$ cat src/logic/smf_pkg.sv
// constants, types and register layout of the supply monitor flag logic
package smf_pkg;
	// special-function register address and power-on value
	localparam logic [7:0] SMF_CTRL_ADDR = 8'hDF;
	localparam logic [7:0] SMF_CTRL_RESET = 8'hDC;
	// bit positions in supply_monitor_control
	localparam int SMF_BIT_UNUSED = 7;
	localparam int SMF_BIT_CMP = 6;
	localparam int SMF_BIT_FLAG = 5;
	localparam int SMF_BIT_TRIP_HI = 4;
	localparam int SMF_BIT_TRIP_LO = 2;
	localparam int SMF_BIT_FAIL = 1;
	localparam int SMF_BIT_EN = 0;
	// reset values of the individual fields
	localparam logic SMF_UNUSED_VAL = 1'h1;
	localparam logic [2:0] SMF_TRIP_RESET = 3'h7;
	// trip select codes
	localparam logic [2:0] SMF_TRIP_463 = 3'h0;
	localparam logic [2:0] SMF_TRIP_437 = 3'h1;
	localparam logic [2:0] SMF_TRIP_308 = 3'h2;
	localparam logic [2:0] SMF_TRIP_293 = 3'h3;
	// trip levels in hundredths of a volt
	localparam logic [8:0] SMF_CV_463 = 9'h1CF;
	localparam logic [8:0] SMF_CV_437 = 9'h1B5;
	localparam logic [8:0] SMF_CV_308 = 9'h134;
	localparam logic [8:0] SMF_CV_293 = 9'h125;
	localparam logic [8:0] SMF_CV_263 = 9'h107;
	// clock and timing
	localparam int SMF_CLK_HZ = 200000000;
	localparam int SMF_CLK_PERIOD_NS = 5;
	localparam int SMF_SETTLE_MS = 256;
	localparam int SMF_SETTLE_CYCLES = SMF_SETTLE_MS * (SMF_CLK_HZ / 1000);
	localparam int SMF_GLITCH_NS = 1000;
	localparam int SMF_GLITCH_CYCLES =
		(SMF_GLITCH_NS + SMF_CLK_PERIOD_NS - 1) / SMF_CLK_PERIOD_NS;
	localparam int SMF_GLITCH_W = 8;
	localparam int SMF_SETTLE_W = 26;
	// register bus request from the core
	typedef struct packed {
		logic [7:0] addr;
		logic wr;
		logic [7:0] wdata;
	} smf_sfr_req_s;
	// settling sequence states
	typedef enum logic [1:0] {
		SMF_ST_GOOD,
		SMF_ST_LOW,
		SMF_ST_SETTLE
	} smf_state_e;
endpackage

$ cat src/logic/smf_glitch_filter.sv
// two-flop synchroniser and stability filter for one comparator input
`timescale 1ns/1ps
module smf_glitch_filter #(
	parameter int STABLE_CYCLES = smf_pkg::SMF_GLITCH_CYCLES
) (
	input wire logic sys_clk_in,
	input wire logic reset_in,
	input wire logic level_in,
	output logic synced_out,
	output logic filtered_out
);
	// all state of the filter
	typedef struct packed {
		logic meta;
		logic sync;
		logic filt;
		logic [smf_pkg::SMF_GLITCH_W-1:0] cnt;
	} smf_filt_s;

	smf_filt_s st_r; // registered state
	smf_filt_s st_nxt; // next state

	// next state: accept a new level only after it held long enough
	always_comb
	begin
		st_nxt = st_r;
		st_nxt.meta = level_in;
		st_nxt.sync = st_r.meta;
		if (st_r.sync == st_r.filt)
		begin
			// agreement, restart the stability count
			st_nxt.cnt = '0;
		end
		else if (st_r.cnt == smf_pkg::SMF_GLITCH_W'(STABLE_CYCLES - 1))
		begin
			// held for the whole window, take it
			st_nxt.filt = st_r.sync;
			st_nxt.cnt = '0;
		end
		else
		begin
			st_nxt.cnt = st_r.cnt + 1'b1;
		end
	end

	// state register, comparators read as good after reset
	always_ff @(posedge sys_clk_in or posedge reset_in)
	begin
		if (reset_in)
		begin
			st_r <= '{meta: 1'b1, sync: 1'b1, filt: 1'b1, cnt: '0};
		end
		else
		begin
			st_r <= st_nxt;
		end
	end

	assign synced_out = st_r.sync;
	assign filtered_out = st_r.filt;
endmodule

$ cat src/logic/smf_supply_monitor.sv
// supply monitor control register, low-supply flag and settling counter
`timescale 1ns/1ps
// Summary of operation
// - flag low analog or digital supply
// - register at DFH, resets DCH, byte only
// - interrupt only when enable bit set
// - read-only status tracks both comparators
// - filtered comparator low sets flag, requests interrupt
// - flag clears after 256 ms settling count
// - software may write flag directly
// - glitches cannot set flag or interrupt
// - bit layout unused to monitor enable
// - trip code decodes to supply level
module smf_supply_monitor #(
	parameter int SETTLE_CYCLES = smf_pkg::SMF_SETTLE_CYCLES
) (
	input wire logic sys_clk_in,
	input wire logic reset_in,
	input wire smf_pkg::smf_sfr_req_s sfr_req_in,
	input wire logic irq_enable_in,
	input wire logic analog_supply_ok_in,
	input wire logic digital_supply_ok_in,
	output logic [7:0] sfr_rdata_out,
	output logic irq_out,
	output logic [2:0] trip_select_out,
	output logic [8:0] trip_level_cv_out,
	output logic low_supply_flag_out
);
	// all state of the monitor
	typedef struct packed {
		smf_pkg::smf_state_e st;
		logic [smf_pkg::SMF_SETTLE_W-1:0] cnt;
		logic low_supply_flag;
		logic [2:0] trip_select;
		logic failing_supply_indicator;
		logic supply_monitor_enable;
		logic supply_compare_status;
		logic [7:0] rdata;
		logic irq;
		logic [8:0] trip_cv;
	} smf_mon_s;

	smf_mon_s st_r; // registered state
	smf_mon_s st_nxt; // next state
	logic analog_sync; // synchronised analog comparator
	logic digital_sync; // synchronised digital comparator
	logic analog_filt; // glitch-filtered analog comparator
	logic digital_filt; // glitch-filtered digital comparator
	logic ctrl_wr; // write hits the control register
	logic cmp_low; // filtered supplies low while enabled
	logic expire; // settling count reached its end
	logic [7:0] ctrl_val; // assembled register image

	// analog comparator conditioning
	smf_glitch_filter #(
		.STABLE_CYCLES(smf_pkg::SMF_GLITCH_CYCLES)
	) u_analog_filt (
		.sys_clk_in(sys_clk_in),
		.reset_in(reset_in),
		.level_in(analog_supply_ok_in),
		.synced_out(analog_sync),
		.filtered_out(analog_filt)
	);

	// digital comparator conditioning
	smf_glitch_filter #(
		.STABLE_CYCLES(smf_pkg::SMF_GLITCH_CYCLES)
	) u_digital_filt (
		.sys_clk_in(sys_clk_in),
		.reset_in(reset_in),
		.level_in(digital_supply_ok_in),
		.synced_out(digital_sync),
		.filtered_out(digital_filt)
	);

	// trip level lookup in hundredths of a volt
	function automatic logic [8:0] trip_cv(input logic [2:0] code);
		logic [8:0] cv;
		cv = smf_pkg::SMF_CV_263;
		case (code)
			smf_pkg::SMF_TRIP_463: cv = smf_pkg::SMF_CV_463;
			smf_pkg::SMF_TRIP_437: cv = smf_pkg::SMF_CV_437;
			smf_pkg::SMF_TRIP_308: cv = smf_pkg::SMF_CV_308;
			smf_pkg::SMF_TRIP_293: cv = smf_pkg::SMF_CV_293;
			default: cv = smf_pkg::SMF_CV_263;
		endcase
		return cv;
	endfunction

	// decode and helper terms
	always_comb
	begin
		// whole-byte address match, no single-bit access
		ctrl_wr = sfr_req_in.wr && (sfr_req_in.addr == smf_pkg::SMF_CTRL_ADDR);
		// either supply low, only while enabled
		cmp_low = st_r.supply_monitor_enable && !(analog_filt && digital_filt);
		expire = (st_r.cnt == smf_pkg::SMF_SETTLE_W'(SETTLE_CYCLES - 1));
		// register image, msb to lsb
		ctrl_val = '0;
		ctrl_val[smf_pkg::SMF_BIT_UNUSED] = smf_pkg::SMF_UNUSED_VAL;
		ctrl_val[smf_pkg::SMF_BIT_CMP] = st_r.supply_compare_status;
		ctrl_val[smf_pkg::SMF_BIT_FLAG] = st_r.low_supply_flag;
		ctrl_val[smf_pkg::SMF_BIT_TRIP_HI:smf_pkg::SMF_BIT_TRIP_LO] = st_r.trip_select;
		ctrl_val[smf_pkg::SMF_BIT_FAIL] = st_r.failing_supply_indicator;
		ctrl_val[smf_pkg::SMF_BIT_EN] = st_r.supply_monitor_enable;
	end

	// next state of the monitor
	always_comb
	begin
		st_nxt = st_r;
		// live comparator status, read only
		st_nxt.supply_compare_status = analog_sync && digital_sync;
		// software-owned control fields
		if (ctrl_wr)
		begin
			st_nxt.trip_select =
				sfr_req_in.wdata[smf_pkg::SMF_BIT_TRIP_HI:smf_pkg::SMF_BIT_TRIP_LO];
			st_nxt.supply_monitor_enable = sfr_req_in.wdata[smf_pkg::SMF_BIT_EN];
		end
		// settling sequence
		case (st_r.st)
			smf_pkg::SMF_ST_GOOD:
			begin
				st_nxt.cnt = '0;
				if (cmp_low)
				begin
					st_nxt.st = smf_pkg::SMF_ST_LOW;
				end
				else if (st_r.low_supply_flag && st_r.supply_monitor_enable)
				begin
					// flag written by software, time it out
					st_nxt.st = smf_pkg::SMF_ST_SETTLE;
				end
			end
			smf_pkg::SMF_ST_LOW:
			begin
				st_nxt.cnt = '0;
				if (!st_r.supply_monitor_enable)
				begin
					st_nxt.st = smf_pkg::SMF_ST_GOOD;
				end
				else if (!cmp_low)
				begin
					// supplies back, count from zero
					st_nxt.st = smf_pkg::SMF_ST_SETTLE;
				end
			end
			smf_pkg::SMF_ST_SETTLE:
			begin
				if (!st_r.supply_monitor_enable)
				begin
					st_nxt.st = smf_pkg::SMF_ST_GOOD;
					st_nxt.cnt = '0;
				end
				else if (cmp_low)
				begin
					// dropped again, restart later
					st_nxt.st = smf_pkg::SMF_ST_LOW;
					st_nxt.cnt = '0;
				end
				else if (expire)
				begin
					// settled, hardware clears the flag
					st_nxt.st = smf_pkg::SMF_ST_GOOD;
					st_nxt.cnt = '0;
					st_nxt.low_supply_flag = 1'b0;
				end
				else
				begin
					st_nxt.cnt = st_r.cnt + 1'b1;
				end
			end
			default:
			begin
				st_nxt.st = smf_pkg::SMF_ST_GOOD;
				st_nxt.cnt = '0;
			end
		endcase
		// software write of the flag overrides a settled clear
		if (ctrl_wr)
		begin
			st_nxt.low_supply_flag = sfr_req_in.wdata[smf_pkg::SMF_BIT_FLAG];
		end
		// a low supply while the monitor is enabled always wins over any clear
		if (cmp_low)
		begin
			st_nxt.low_supply_flag = 1'b1;
			st_nxt.failing_supply_indicator = !analog_filt;
		end
		// interrupt gated by the external enable bit
		st_nxt.irq = st_r.low_supply_flag && irq_enable_in;
		// trip level drive to the comparators
		st_nxt.trip_cv = trip_cv(st_r.trip_select);
		// read data for the control register, zero elsewhere
		st_nxt.rdata = (sfr_req_in.addr == smf_pkg::SMF_CTRL_ADDR) ? ctrl_val : '0;
	end

	// state register, power-on value of the control register
	always_ff @(posedge sys_clk_in or posedge reset_in)
	begin
		if (reset_in)
		begin
			st_r.st <= smf_pkg::SMF_ST_GOOD;
			st_r.cnt <= '0;
			st_r.low_supply_flag <= smf_pkg::SMF_CTRL_RESET[smf_pkg::SMF_BIT_FLAG];
			st_r.trip_select <= smf_pkg::SMF_TRIP_RESET;
			st_r.failing_supply_indicator <= smf_pkg::SMF_CTRL_RESET[smf_pkg::SMF_BIT_FAIL];
			st_r.supply_monitor_enable <= smf_pkg::SMF_CTRL_RESET[smf_pkg::SMF_BIT_EN];
			st_r.supply_compare_status <= smf_pkg::SMF_CTRL_RESET[smf_pkg::SMF_BIT_CMP];
			st_r.rdata <= '0;
			st_r.irq <= 1'b0;
			st_r.trip_cv <= smf_pkg::SMF_CV_263;
		end
		else
		begin
			st_r <= st_nxt;
		end
	end

	// outputs straight from the state register
	assign sfr_rdata_out = st_r.rdata;
	assign irq_out = st_r.irq;
	assign trip_select_out = st_r.trip_select;
	assign trip_level_cv_out = st_r.trip_cv;
	assign low_supply_flag_out = st_r.low_supply_flag;
endmodule

$ cat config.mk
export PLATFORM = sky130hd
export DESIGN_NAME = smf_supply_monitor
export DESIGN_NICKNAME = d
export VERILOG_FILES = /design/src/logic/smf_pkg.sv /design/src/logic/smf_glitch_filter.sv /design/src/logic/smf_supply_monitor.sv
export SDC_FILE = /design/constraint.sdc
export NUM_CORES = 1
export LEC_CHECK = 0
export ABC_CLOCK_PERIOD_IN_PS = 3800
export BUFFER_PORTS_ARGS = -buffer_cell sky130_fd_sc_hd__buf_2
export CORE_MARGIN = 2
export CORE_UTILIZATION = 30
export DETAILED_ROUTE_END_ITERATION = 10
export PLACE_DENSITY = 0.49
export SYNTH_ARGS = -nofsm -noshare
export SYNTH_HDL_FRONTEND = slang
export SYNTH_HIERARCHICAL = 1
export SYNTH_SLANG_ARGS = --single-unit
$ cat constraint.sdc
create_clock -name sys_clk_in -period 3.8 [get_ports sys_clk_in]
set_input_delay 0.38 -clock sys_clk_in [delete_from_list [all_inputs] [get_ports sys_clk_in]]
set_output_delay 0.38 -clock sys_clk_in [all_outputs]
set_load 0.01 [all_outputs]
==> out/qor.csv, run 1 <==
stage,metric,value,unit
outcome,outcome,completed,
clocking,PostCTS Resize Cnt,0,
logic_synthesis,Avg Inst Size Synth,10.5,µm²
worst_setup_path,Worst R2R Path Depth,6,
floorplan,num rows,38,
clocking,Post-CTS Setup Bufs,0,
timing,setup ws final,1.48,ns
clocking,clock slew at reported path FFs,0.08,ns
clocking,CTS tree,done,
grt,GRT met1 Usage,15.1,%
logic_synthesis,register area share after synthesis,53.9,%
placed_design,pre-CTS setup slack,1.46,ns
clocking,clock buffer depth,2,
timing,Setup Skew,0.00696,ns
grt,number of global-route vias before repair,2285,
layout,area delta synth->final,12.1,%
logic_synthesis,"FF+latch count, synth",72,
worst_hold_path,worst hold path type,primary input to asynchronous set/reset pin,
placed_design,detailed placement HPWL,4.37,mm
logic_synthesis,ys flop type,dfrtp_1,
layout,layout cell share with drive strength beyond 1,24.0,%
timing,Slew Limit Fails,0,
drt,drt drc,0,
placed_design,Post-Place Cells,474,
timing,crit path time final,2.32,ns
layout,Finished Core Util,34.7,%
logic_synthesis,Cells after Synth,320,
logic_synthesis,"EDFF count, synth",0,
layout,n_diodes,0,
worst_setup_path,CP required,4.02,ns
drt,length of the first detailed-routing pass in iterations,4,
floorplan,die width,110,µm
timing,Final setup violation count,0,
timing,RSZ-0062 raised after global routing,no,
logic_synthesis,Post-Syn Area,3370,µm²
timing,Max Clk Rate,431,MHz
grt,met3 usage,4.00,%
drt,Via density,4.75,
layout,Filler cells,1114,
placed_design,buffers added on ports,38,
drt,drt first-iter violations,73,
timing,setup_tns,0,ns
clocking,hold-fix buffers at CTS,0,
clocking,CTS root buffer,clkbuf_8,
grt,first-pass GRT wire length,10.7,mm
drt,per-cell routed wire length,12.8,µm
floorplan,Die Ht,110,µm
grt,most used routing layer,met2,
clocking,Max H-tree Level,3,
layout,Layout Nets,372,
logic_synthesis,ys async rst share,100,%
timing,Least-Margin Pin Slew,0.656,ns
timing,"Hold Vio Cnt, Final",0,
worst_setup_path,CP endpoint kind,flip-flop,
placed_design,routability cong.,0.787,
worst_setup_path,critical path class,flip-flop to flip-flop,
floorplan,Initial Utilization,31.0,%
clocking,Skew-Pair Late Insertion Delay,0.34,ns
floorplan,Die Area,12100,µm²
drt,via count,2326,
grt,initial antenna violation count,0,
worst_setup_path,Critical Path Start Type,flip-flop,
drt,Post-DRT Antenna Nets,0,
drt,total wire length,6.26,mm
logic_synthesis,Ys Warns,6,
worst_setup_path,CP Max Fanout,13,
worst_setup_path,WP data arrival,2.54,ns
floorplan,CORE AREA,10900,µm²
grt,largest net degree at the start of global routing,51,
timing,slew margin rel.,56.1,%
grt,GRT Residual Overflow,0,
timing,fin crit share,61.1,%
grt,met2 usage,17.4,%
grt,overall global routing resource usage,11.5,%
power_and_ir_drop,Pwr Density,392,nW/µm²
layout,post-route insts no fill,490,
clocking,# clock sinks,72,
floorplan,# IOs,44,
power_and_ir_drop,worst vdd ir,192,µV
job,Max-Cap Viols,0,
clocking,TritonCTS buffer count,9,
power_and_ir_drop,Design Power,0.00148,W
logic_synthesis,synth unique cells,40,
power_and_ir_drop,Pleak,1.54,nW
cell type report:
type,count,area [µm²],share of cell area [%]
multi-input combinational,208,1330,35.2
clock buffer,10,128,3.38
tap,140,175,4.64
clock inverter,6,68.8,1.82
sequential,72,1820,48.1
inverter,14,52.6,1.39
timing repair buffer,40,205,5.43
metal layers:
layer / wire length (µm) / share of wire [%]
met1: 3130 / 50
met2: 2760 / 44
met3: 268 / 4.3
met4: 104 / 1.7
met5: 0 / 0
metrics by stage:
stage,hold WS (ns),instance area (µm²)
4_1_cts,0.0387,3780
5_1_grt,0.0516,3780
3_3_place_gp,0.347,3580
3_5_place_dp,0.347,3580
2_1_floorplan,0.230,3370
6_report,0.0413,3780
power by group:
part	total (W)	internal, W	switching [W]
combinational	0.0000737	0.0000301	0.0000436
sequential	0.000811	0.000793	0.0000182
clock	0.000597	0.000305	0.000291
total	0.00148	0.00113	0.000353
cell usage after synthesis, drive strengths merged (7+ instances only):
master  number  share of area [%]
dfrtp       60                 45
nor2        33                3.7
buf         20                4.5
nand3       19                2.8
a21oi       18                2.9
nand2       16                1.8
inv         14                1.6
o21ai       13                1.9
or3         13                2.4
dfstp       12                9.4
xor2        12                3.1
and2        10                1.9
nand4       10                2.0
xnor2        9                2.3
clkbuf       7               0.82
worst max-delay path, cell delays in order (launching register included):
cell and delay, ns:
dfrtp_1 0.39, ha_1 0.21, and4_1 0.32, nand4bb_1 0.44
o21ai_2 0.49, buf_4 0.28, a21oi_1 0.06
kinds of logic after synthesis:
kind of cell,Yosys count,synth area share (%)
simple gates,130,21.0
xor+xnor,21,5.46
fa+ha+maj,5,1.86
buf+inv,41,6.83
mux,6,2.00
flops,72,53.9
compound gates,44,8.83
other cells,1,0.111
state kept, by name, summed over array words and instances, names as in the netlist, 3 cells and up:
register	cells
st_r	28
u_analog_filt/st_r	8
trip_select_out	3
u_digital_filt/st_r	8
ctrl_val	3
trip_level_cv_out	6
sfr_rdata_out	8
final timing paths:
kind                                               start                        end  slack (ns)
min in group sys_clk_in              analog_supply_ok_in    u_analog_filt/st_nxt[9]        0.13
worst max-delay path                            st_r[25]                   st_r[48]        1.48
worst min-delay path                            reset_in     u_digital_filt/st_r[1]        0.04
worst max register to register                  st_r[25]                   st_r[48]        1.48
worst min register to register  u_digital_filt/st_nxt[9]  u_digital_filt/synced_out        0.36
max in group asynchronous                       reset_in           sfr_rdata_out[7]        3.15
cell usage in the layout (no fill, tap or decap), types with 12 or more instances in the layout:
cell | netlist | layout
dfstp_2 | 12 | 12
o21ai_0 | 13 | 12
inv_1 | 14 | 13
or3_1 | 13 | 13
nand3_1 | 19 | 19
nand2_1 | 16 | 16
dfrtp_1 | 60 | 60
nor2_1 | 33 | 33
a21oi_1 | 16 | 16
buf_2 | 0 | 38
xor2_1 | 12 | 12
Note: power is estimated with default switching activity, not from simulation.
==> run 2: changes to the inputs <==
- ABC_CLOCK_PERIOD_IN_PS: 3800 -> 1950
- PLACE_DENSITY: 0.49 -> 0.51
- clock period: 3.8 -> 1.95 ns (I/O delays scaled with it)
==> run 2 against run 1 <==
Utilization grew 1.9 points. Global-route usage grew 0.37 points. Clock-buffer cell count is the same. Combinational power grew 110%.
==> out/qor.csv, run 2 (same netlist as run 1, synthesis figures left out) <==
stage,metric,value,unit,change
drt,Post-DRT Antenna Nets,0,,unchanged
grt,GRT Residual Overflow,0,,unchanged
power_and_ir_drop,Pwr Density,754,nW/µm²,was 392 nW/µm²
placed_design,pre-CTS setup slack,0.0896,ns,was 1.46 ns
power_and_ir_drop,Design Power,0.00300,W,was 0.00148 W
timing,Setup Skew,0.00784,ns,was 0.00696 ns
layout,Largest register FFs,28,,unchanged
grt,first-pass GRT wire length,11.0,mm,was 10.7 mm
worst_setup_path,Critical Path Start Type,flip-flop,,unchanged
layout,area delta synth->final,18.2,%,was 12.1%
timing,Least-Margin Pin Slew,0.553,ns,was 0.656 ns
layout,layout cell share with drive strength beyond 1,27.4,%,was 24.0%
drt,total wire length,6.39,mm,was 6.26 mm
floorplan,Die Area,12100,µm²,unchanged
layout,n_diodes,0,,unchanged
drt,per-cell routed wire length,12.6,µm,was 12.8 µm
worst_setup_path,CP endpoint kind,flip-flop,,unchanged
timing,slew margin rel.,63.0,%,was 56.1%
worst_setup_path,CP required,2.21,ns,was 4.02 ns
clocking,TritonCTS buffer count,9,,unchanged
clocking,CTS tree,done,,unchanged
timing,fin crit share,95.4,%,was 61.1%
layout,Layout Nets,391,,was 372
grt,overall global routing resource usage,11.8,%,was 11.5%
floorplan,Die Ht,110,µm,unchanged
worst_setup_path,critical path class,flip-flop to flip-flop,,unchanged
clocking,clock slew at reported path FFs,0.07,ns,was 0.08 ns
timing,"Hold Vio Cnt, Final",0,,unchanged
clocking,Skew-Pair Late Insertion Delay,0.34,ns,about the same
placed_design,DP Area,3680,µm²,was 3580 µm²
floorplan,CORE AREA,10900,µm²,unchanged
power_and_ir_drop,Pleak,1.68,nW,was 1.54 nW
job,Max-Cap Viols,0,,unchanged
power_and_ir_drop,worst vdd ir,507,µV,was 192 µV
timing,setup ws final,0.0906,ns,was 1.48 ns
clocking,Max H-tree Level,3,,unchanged
placed_design,detailed placement HPWL,4.45,mm,was 4.37 mm
floorplan,# IOs,44,,unchanged
layout,Largest Register,st_r,,unchanged
timing,Slew Limit Fails,0,,unchanged
timing,Final setup violation count,0,,unchanged
grt,number of global-route vias before repair,2289,,was 2285
placed_design,routability cong.,0.731,,was 0.787
layout,"commonest non-fill, non-tap cell in the layout",dfrtp_1,,unchanged
layout,Final Cell Area,3980,µm²,was 3780 µm²
outcome,outcome,completed,,unchanged
timing,crit path time final,1.86,ns,was 2.32 ns
floorplan,die width,110,µm,unchanged
placed_design,buffers added on ports,38,,unchanged
clocking,clock buffer depth,2,,unchanged
drt,via count,2388,,was 2326
worst_setup_path,WP data arrival,2.12,ns,was 2.54 ns
grt,largest net degree at the start of global routing,32,,was 51
timing,Hold WS,0.0743,ns,was 0.0413 ns
floorplan,num rows,38,,unchanged
timing,RSZ-0062 raised after global routing,no,,unchanged
grt,initial antenna violation count,0,,unchanged
clocking,# clock sinks,72,,unchanged
timing,Max Clk Rate,538,MHz,was 431 MHz
timing,setup_tns,0,ns,unchanged
worst_setup_path,CP Max Fanout,8,,was 13
clocking,CTS root buffer,clkbuf_8,,unchanged
floorplan,Initial Utilization,31.0,%,unchanged
worst_setup_path,Register-to-Register Setup Slack,0.09,ns,was 1.48 ns
drt,drt drc,0,,unchanged
drt,Via density,4.69,,was 4.75
drt,length of the first detailed-routing pass in iterations,4,,unchanged
layout,"commonest non-fill, non-tap cells in the layout","dfrtp_1, buf_2, nor2_1, nand3_1",,unchanged
worst_hold_path,worst hold path type,primary input to flip-flop,,was primary input to asynchronous set/reset pin
drt,drt first-iter violations,68,,was 73
[run 2: final timing paths]
kind / start / end / cells past startpoint
hold / removal: irq_enable_in / irq_out / 2
max in group asynchronous: reset_in / ctrl_val[6] / 4
hold reg to reg: u_analog_filt/st_nxt[9] / u_analog_filt/synced_out / 0
setup / recovery: st_r[36] / st_r[50] / 4
min in group asynchronous: reset_in / u_digital_filt/st_r[1] / 3
setup reg to reg: st_r[36] / st_r[50] / 4
[run 2: area by class of cell]
type	count	area (µm²)
Fill cell	1123	6910
Timing Repair Buffer	59	380
Inverter	14	52.6
Multi-Input combinational cell	208	1340
Tap cell	140	175
Clock buffer	10	128
Clock inverter	6	85.1
Sequential cell	72	1820
[run 2: metrics by stage]
step | instances | utilization [%]
after floorplan | 321 | -
after global placement | 484 | 33.8
after detailed placement | 484 | 33.8
after CTS | 503 | 36.0
after global routing | 509 | 36.6
final | 509 | 36.6
[run 2: layer usage]
layer | vias up | part of all wire, % | track usage, %
li1 | 1182 | - | -
met1 | 1152 | 50 | 16.1
met2 | 50 | 44 | 18.0
met3 | 4 | 4.9 | 4.12
met4 | 0 | 0.72 | 2.98
met5 | - | 0 | 0
[run 2: worst max-delay path, stage by stage, from the launching register on]
cell and delay (ns):
dfrtp_1 0.40, nand3_1 0.11, or4_4 0.60, or4_1 0.52, a21oi_1 0.15
[run 2: what timing repair did]
item / CTS / global route
buffers inserted: 0 / 6
hold endpoints to repair: 37 / 0
hold buffers: 3 / 0
gates resized for setup: 0 / 2
setup endpoints to repair: 0 / 5
[run 2: power breakdown]
part / leakage, nW / switching (W) / internal [W]
Clock: 0.102 / 0.000555 / 0.000716
Sequential: 0.938 / 0.0000348 / 0.00155
Combinational: 0.643 / 0.0000865 / 0.0000655
==> run 3: changes to the inputs <==
- ABC_CLOCK_PERIOD_IN_PS: 1950 -> 1640
- CORE_MARGIN: 2 -> 5
- clock period: 1.95 -> 1.64 ns (I/O delays scaled with it)
==> run 3 against run 2 <==
Largest cell class unchanged. Sequential power is 19% higher. Cell area is 8.5% higher. The flow now finishes with violations (negative setup slack). Hold slack worse by 0.025 ns. First-iteration DRC count is 110% higher. Largest power group is now clock.
==> out/qor.csv, run 3 (same netlist as run 1, synthesis figures left out) <==
stage,metric,value,unit,change
outcome,outcome,"finished, violations left",,was completed
outcome,failing checks,negative setup slack,,
worst_setup_path,Worst R2R End,st_r[40],,was st_r[50]
timing,"Hold Vio Cnt, Final",0,,unchanged
worst_setup_path,crit-path cells,nand3_2 > or4_4 > buf_6 > or3_4 > a21oi_2,,was nand3_1 > or4_4 > or4_1 > a21oi_1
worst_setup_path,critical path class,flip-flop to flip-flop,,unchanged
worst_setup_path,Worst path max stage delay,0.52,ns,was 0.60 ns
floorplan,Die Ht,116,µm,was 110 µm
drt,drt drc,0,,unchanged
placed_design,detailed placement HPWL,4.94,mm,was 4.45 mm
drt,via count,2495,,was 2388
worst_setup_path,CP endpoint kind,flip-flop,,unchanged
drt,per-cell routed wire length,13.4,µm,was 12.6 µm
layout,register area,1820,µm²,about the same
clocking,TritonCTS buffer count,9,,unchanged
layout,layout cell share with drive strength beyond 1,35.6,%,was 27.4%
worst_hold_path,worst hold path type,primary input to flip-flop,,unchanged
power_and_ir_drop,Pleak,1.85,nW,was 1.68 nW
floorplan,# IOs,44,,unchanged
power_and_ir_drop,Pwr Density,966,nW/µm²,was 754 nW/µm²
layout,post-route insts no fill,530,,was 509
worst_setup_path,Critical Path Start Type,flip-flop,,unchanged
timing,Slew Limit Fails,0,,unchanged
drt,Via density,4.71,,was 4.69
grt,first-pass GRT wire length,12.1,mm,was 11.0 mm
worst_hold_path,Min-Delay Path Depth,2,,unchanged
drt,total wire length,7.09,mm,was 6.39 mm
placed_design,routability cong.,0.768,,was 0.731
layout,Final Cell Area,4320,µm²,was 3980 µm²
worst_setup_path,Crit path max-delay family,simple AND/OR/NAND/NOR gates,,unchanged
floorplan,num rows,38,,unchanged
job,Max-Cap Viols,0,,unchanged
worst_setup_path,WP data arrival,1.93,ns,was 2.12 ns
clocking,clock buffer depth,2,,unchanged
timing,setup ws final,-0.0333,ns,was 0.0906 ns
clocking,CTS root buffer,clkbuf_16,,was clkbuf_8
clocking,# clock sinks,72,,unchanged
worst_setup_path,Worst R2R Path Depth,5,,was 4
power_and_ir_drop,Design Power,0.00417,W,was 0.00300 W
floorplan,die width,116,µm,was 110 µm
drt,Post-DRT Antenna Nets,0,,unchanged
worst_setup_path,RR Startpoint,st_r[25],,was st_r[36]
layout,n_diodes,0,,unchanged
layout,Filler cells,1097,,was 1123
clocking,clock slew at reported path FFs,0.06,ns,was 0.07 ns
layout,Largest register FFs,28,,unchanged
worst_setup_path,slowest CP cell,or4_4,,unchanged
grt,number of global-route vias before repair,2543,,was 2289
layout,area delta synth->final,28.1,%,was 18.2%
clocking,Skew-Pair Late Insertion Delay,0.33,ns,was 0.34 ns
grt,largest net degree at the start of global routing,51,,was 32
layout,"commonest non-fill, non-tap cell in the layout",dfrtp_1,,unchanged
worst_setup_path,Register-to-Register Setup Slack,-0.03,ns,was 0.09 ns
layout,"commonest non-fill, non-tap cells in the layout","dfrtp_1, buf_2, buf_4, nor2_1, nand3_1",,"was dfrtp_1, buf_2, nor2_1, nand3_1"
worst_setup_path,CP bufs+invs,1,,was 0
worst_setup_path,CP required,1.90,ns,was 2.21 ns
clocking,CTS tree,done,,unchanged
worst_setup_path,CP Max Fanout,7,,was 8
power_and_ir_drop,worst vdd ir,555,µV,was 507 µV
worst_setup_path,Worst path depth,5,,was 4
floorplan,CORE AREA,10900,µm²,about the same
floorplan,Initial Utilization,30.8,%,was 31.0%
timing,Final setup violation count,5,,was 0
placed_design,buffers added on ports,38,,unchanged
worst_hold_path,Hold Crit Start,irq_enable_in,,unchanged
layout,area of the multi-input gates,1420,µm²,was 1340 µm²
timing,RSZ-0062 raised after global routing,yes,,was no
timing,fin crit share,102,%,was 95.4%
timing,Max Clk Rate,598,MHz,was 538 MHz
grt,GRT Residual Overflow,0,,unchanged
placed_design,Post-Place Cells,509,,was 484
timing,Setup Skew,0.00479,ns,was 0.00784 ns
grt,overall global routing resource usage,11.4,%,was 11.8%
grt,initial antenna violation count,0,,unchanged
timing,crit path time final,1.67,ns,was 1.86 ns
layout,Largest Register,st_r,,unchanged
placed_design,DP Area,3860,µm²,was 3680 µm²
clocking,Max H-tree Level,3,,unchanged
worst_hold_path,Hold Path Sink,irq_out,,unchanged
layout,Layout Nets,412,,was 391
drt,drt first-iter violations,145,,was 68
drt,length of the first detailed-routing pass in iterations,4,,unchanged
floorplan,Die Area,13500,µm²,was 12100 µm²
[run 3: worst register-to-register path: stages (launching register included)]
cell and delay (ns):
dfrtp_1 0.38, nand3_2 0.11, or4_4 0.53, buf_6 0.16, or3_4 0.32, a21oi_2 0.11
[run 3: repair_timing]
item,in CTS,in global routing
endpoints found under the setup margin,24,27
hold buffers,3,0
endpoints found under the hold margin,62,0
gates resized for setup,5,15
setup buffers,2,0
pin swaps,13,2
[run 3: where the power goes]
group	internal (W)	total, W	switching [W]
clock	0.00133	0.00209	0.000760
combinational	0.0000891	0.000202	0.000113
sequential	0.00184	0.00188	0.0000362
[run 3: per-layer routing]
metal | up-vias | wire length (µm) | track usage [%]
met3 | 5 | 293 | 3.03
met5 | - | 0 | 0
li1 | 1230 | - | -
met2 | 37 | 3430 | 18.2
met4 | 0 | 84 | 4.18
met1 | 1223 | 3280 | 14.8
[run 3: final cells by class]
class                   count  area share, %
multi-input cells         208           32.8
repair buffers             80           12.4
flip-flops and latches     72           42.1
inverters                  14           1.22
clock inverters             7           2.20
clock buffers               9           5.21
well taps                 140           4.06
[run 3: how the worst max path moves through the flow]
| stage | from | to | slack, ns |
|---|---|---|---|
| 6_report | st_r[25] | st_r[40] | -0.03 |
| 3_3_place_gp | st_r[25] | st_r[50] | -0.12 |
| 3_5_place_dp | st_r[25] | st_r[48] | -0.15 |
| 4_1_cts | st_r[25] | st_r[40] | -0.02 |
| 2_1_floorplan | st_r[25] | st_r[48] | -0.1 |
| 5_1_grt | st_r[25] | st_r[40] | -0.1 |
[run 3: stage by stage]
step | setup TNS [ns] | setup slack, ns | utilization, % | hold slack (ns)
2_1_floorplan | -0.596 | -0.0952 | - | 0.0143
3_3_place_gp | -1.32 | -0.121 | 35.3 | 0.207
3_5_place_dp | -2.19 | -0.147 | 35.3 | 0.216
4_1_cts | -0.0479 | -0.0221 | 38.9 | 0.0370
5_1_grt | -1.41 | -0.0989 | 39.5 | 0.0500
6_report | -0.0746 | -0.0333 | 39.5 | 0.0498
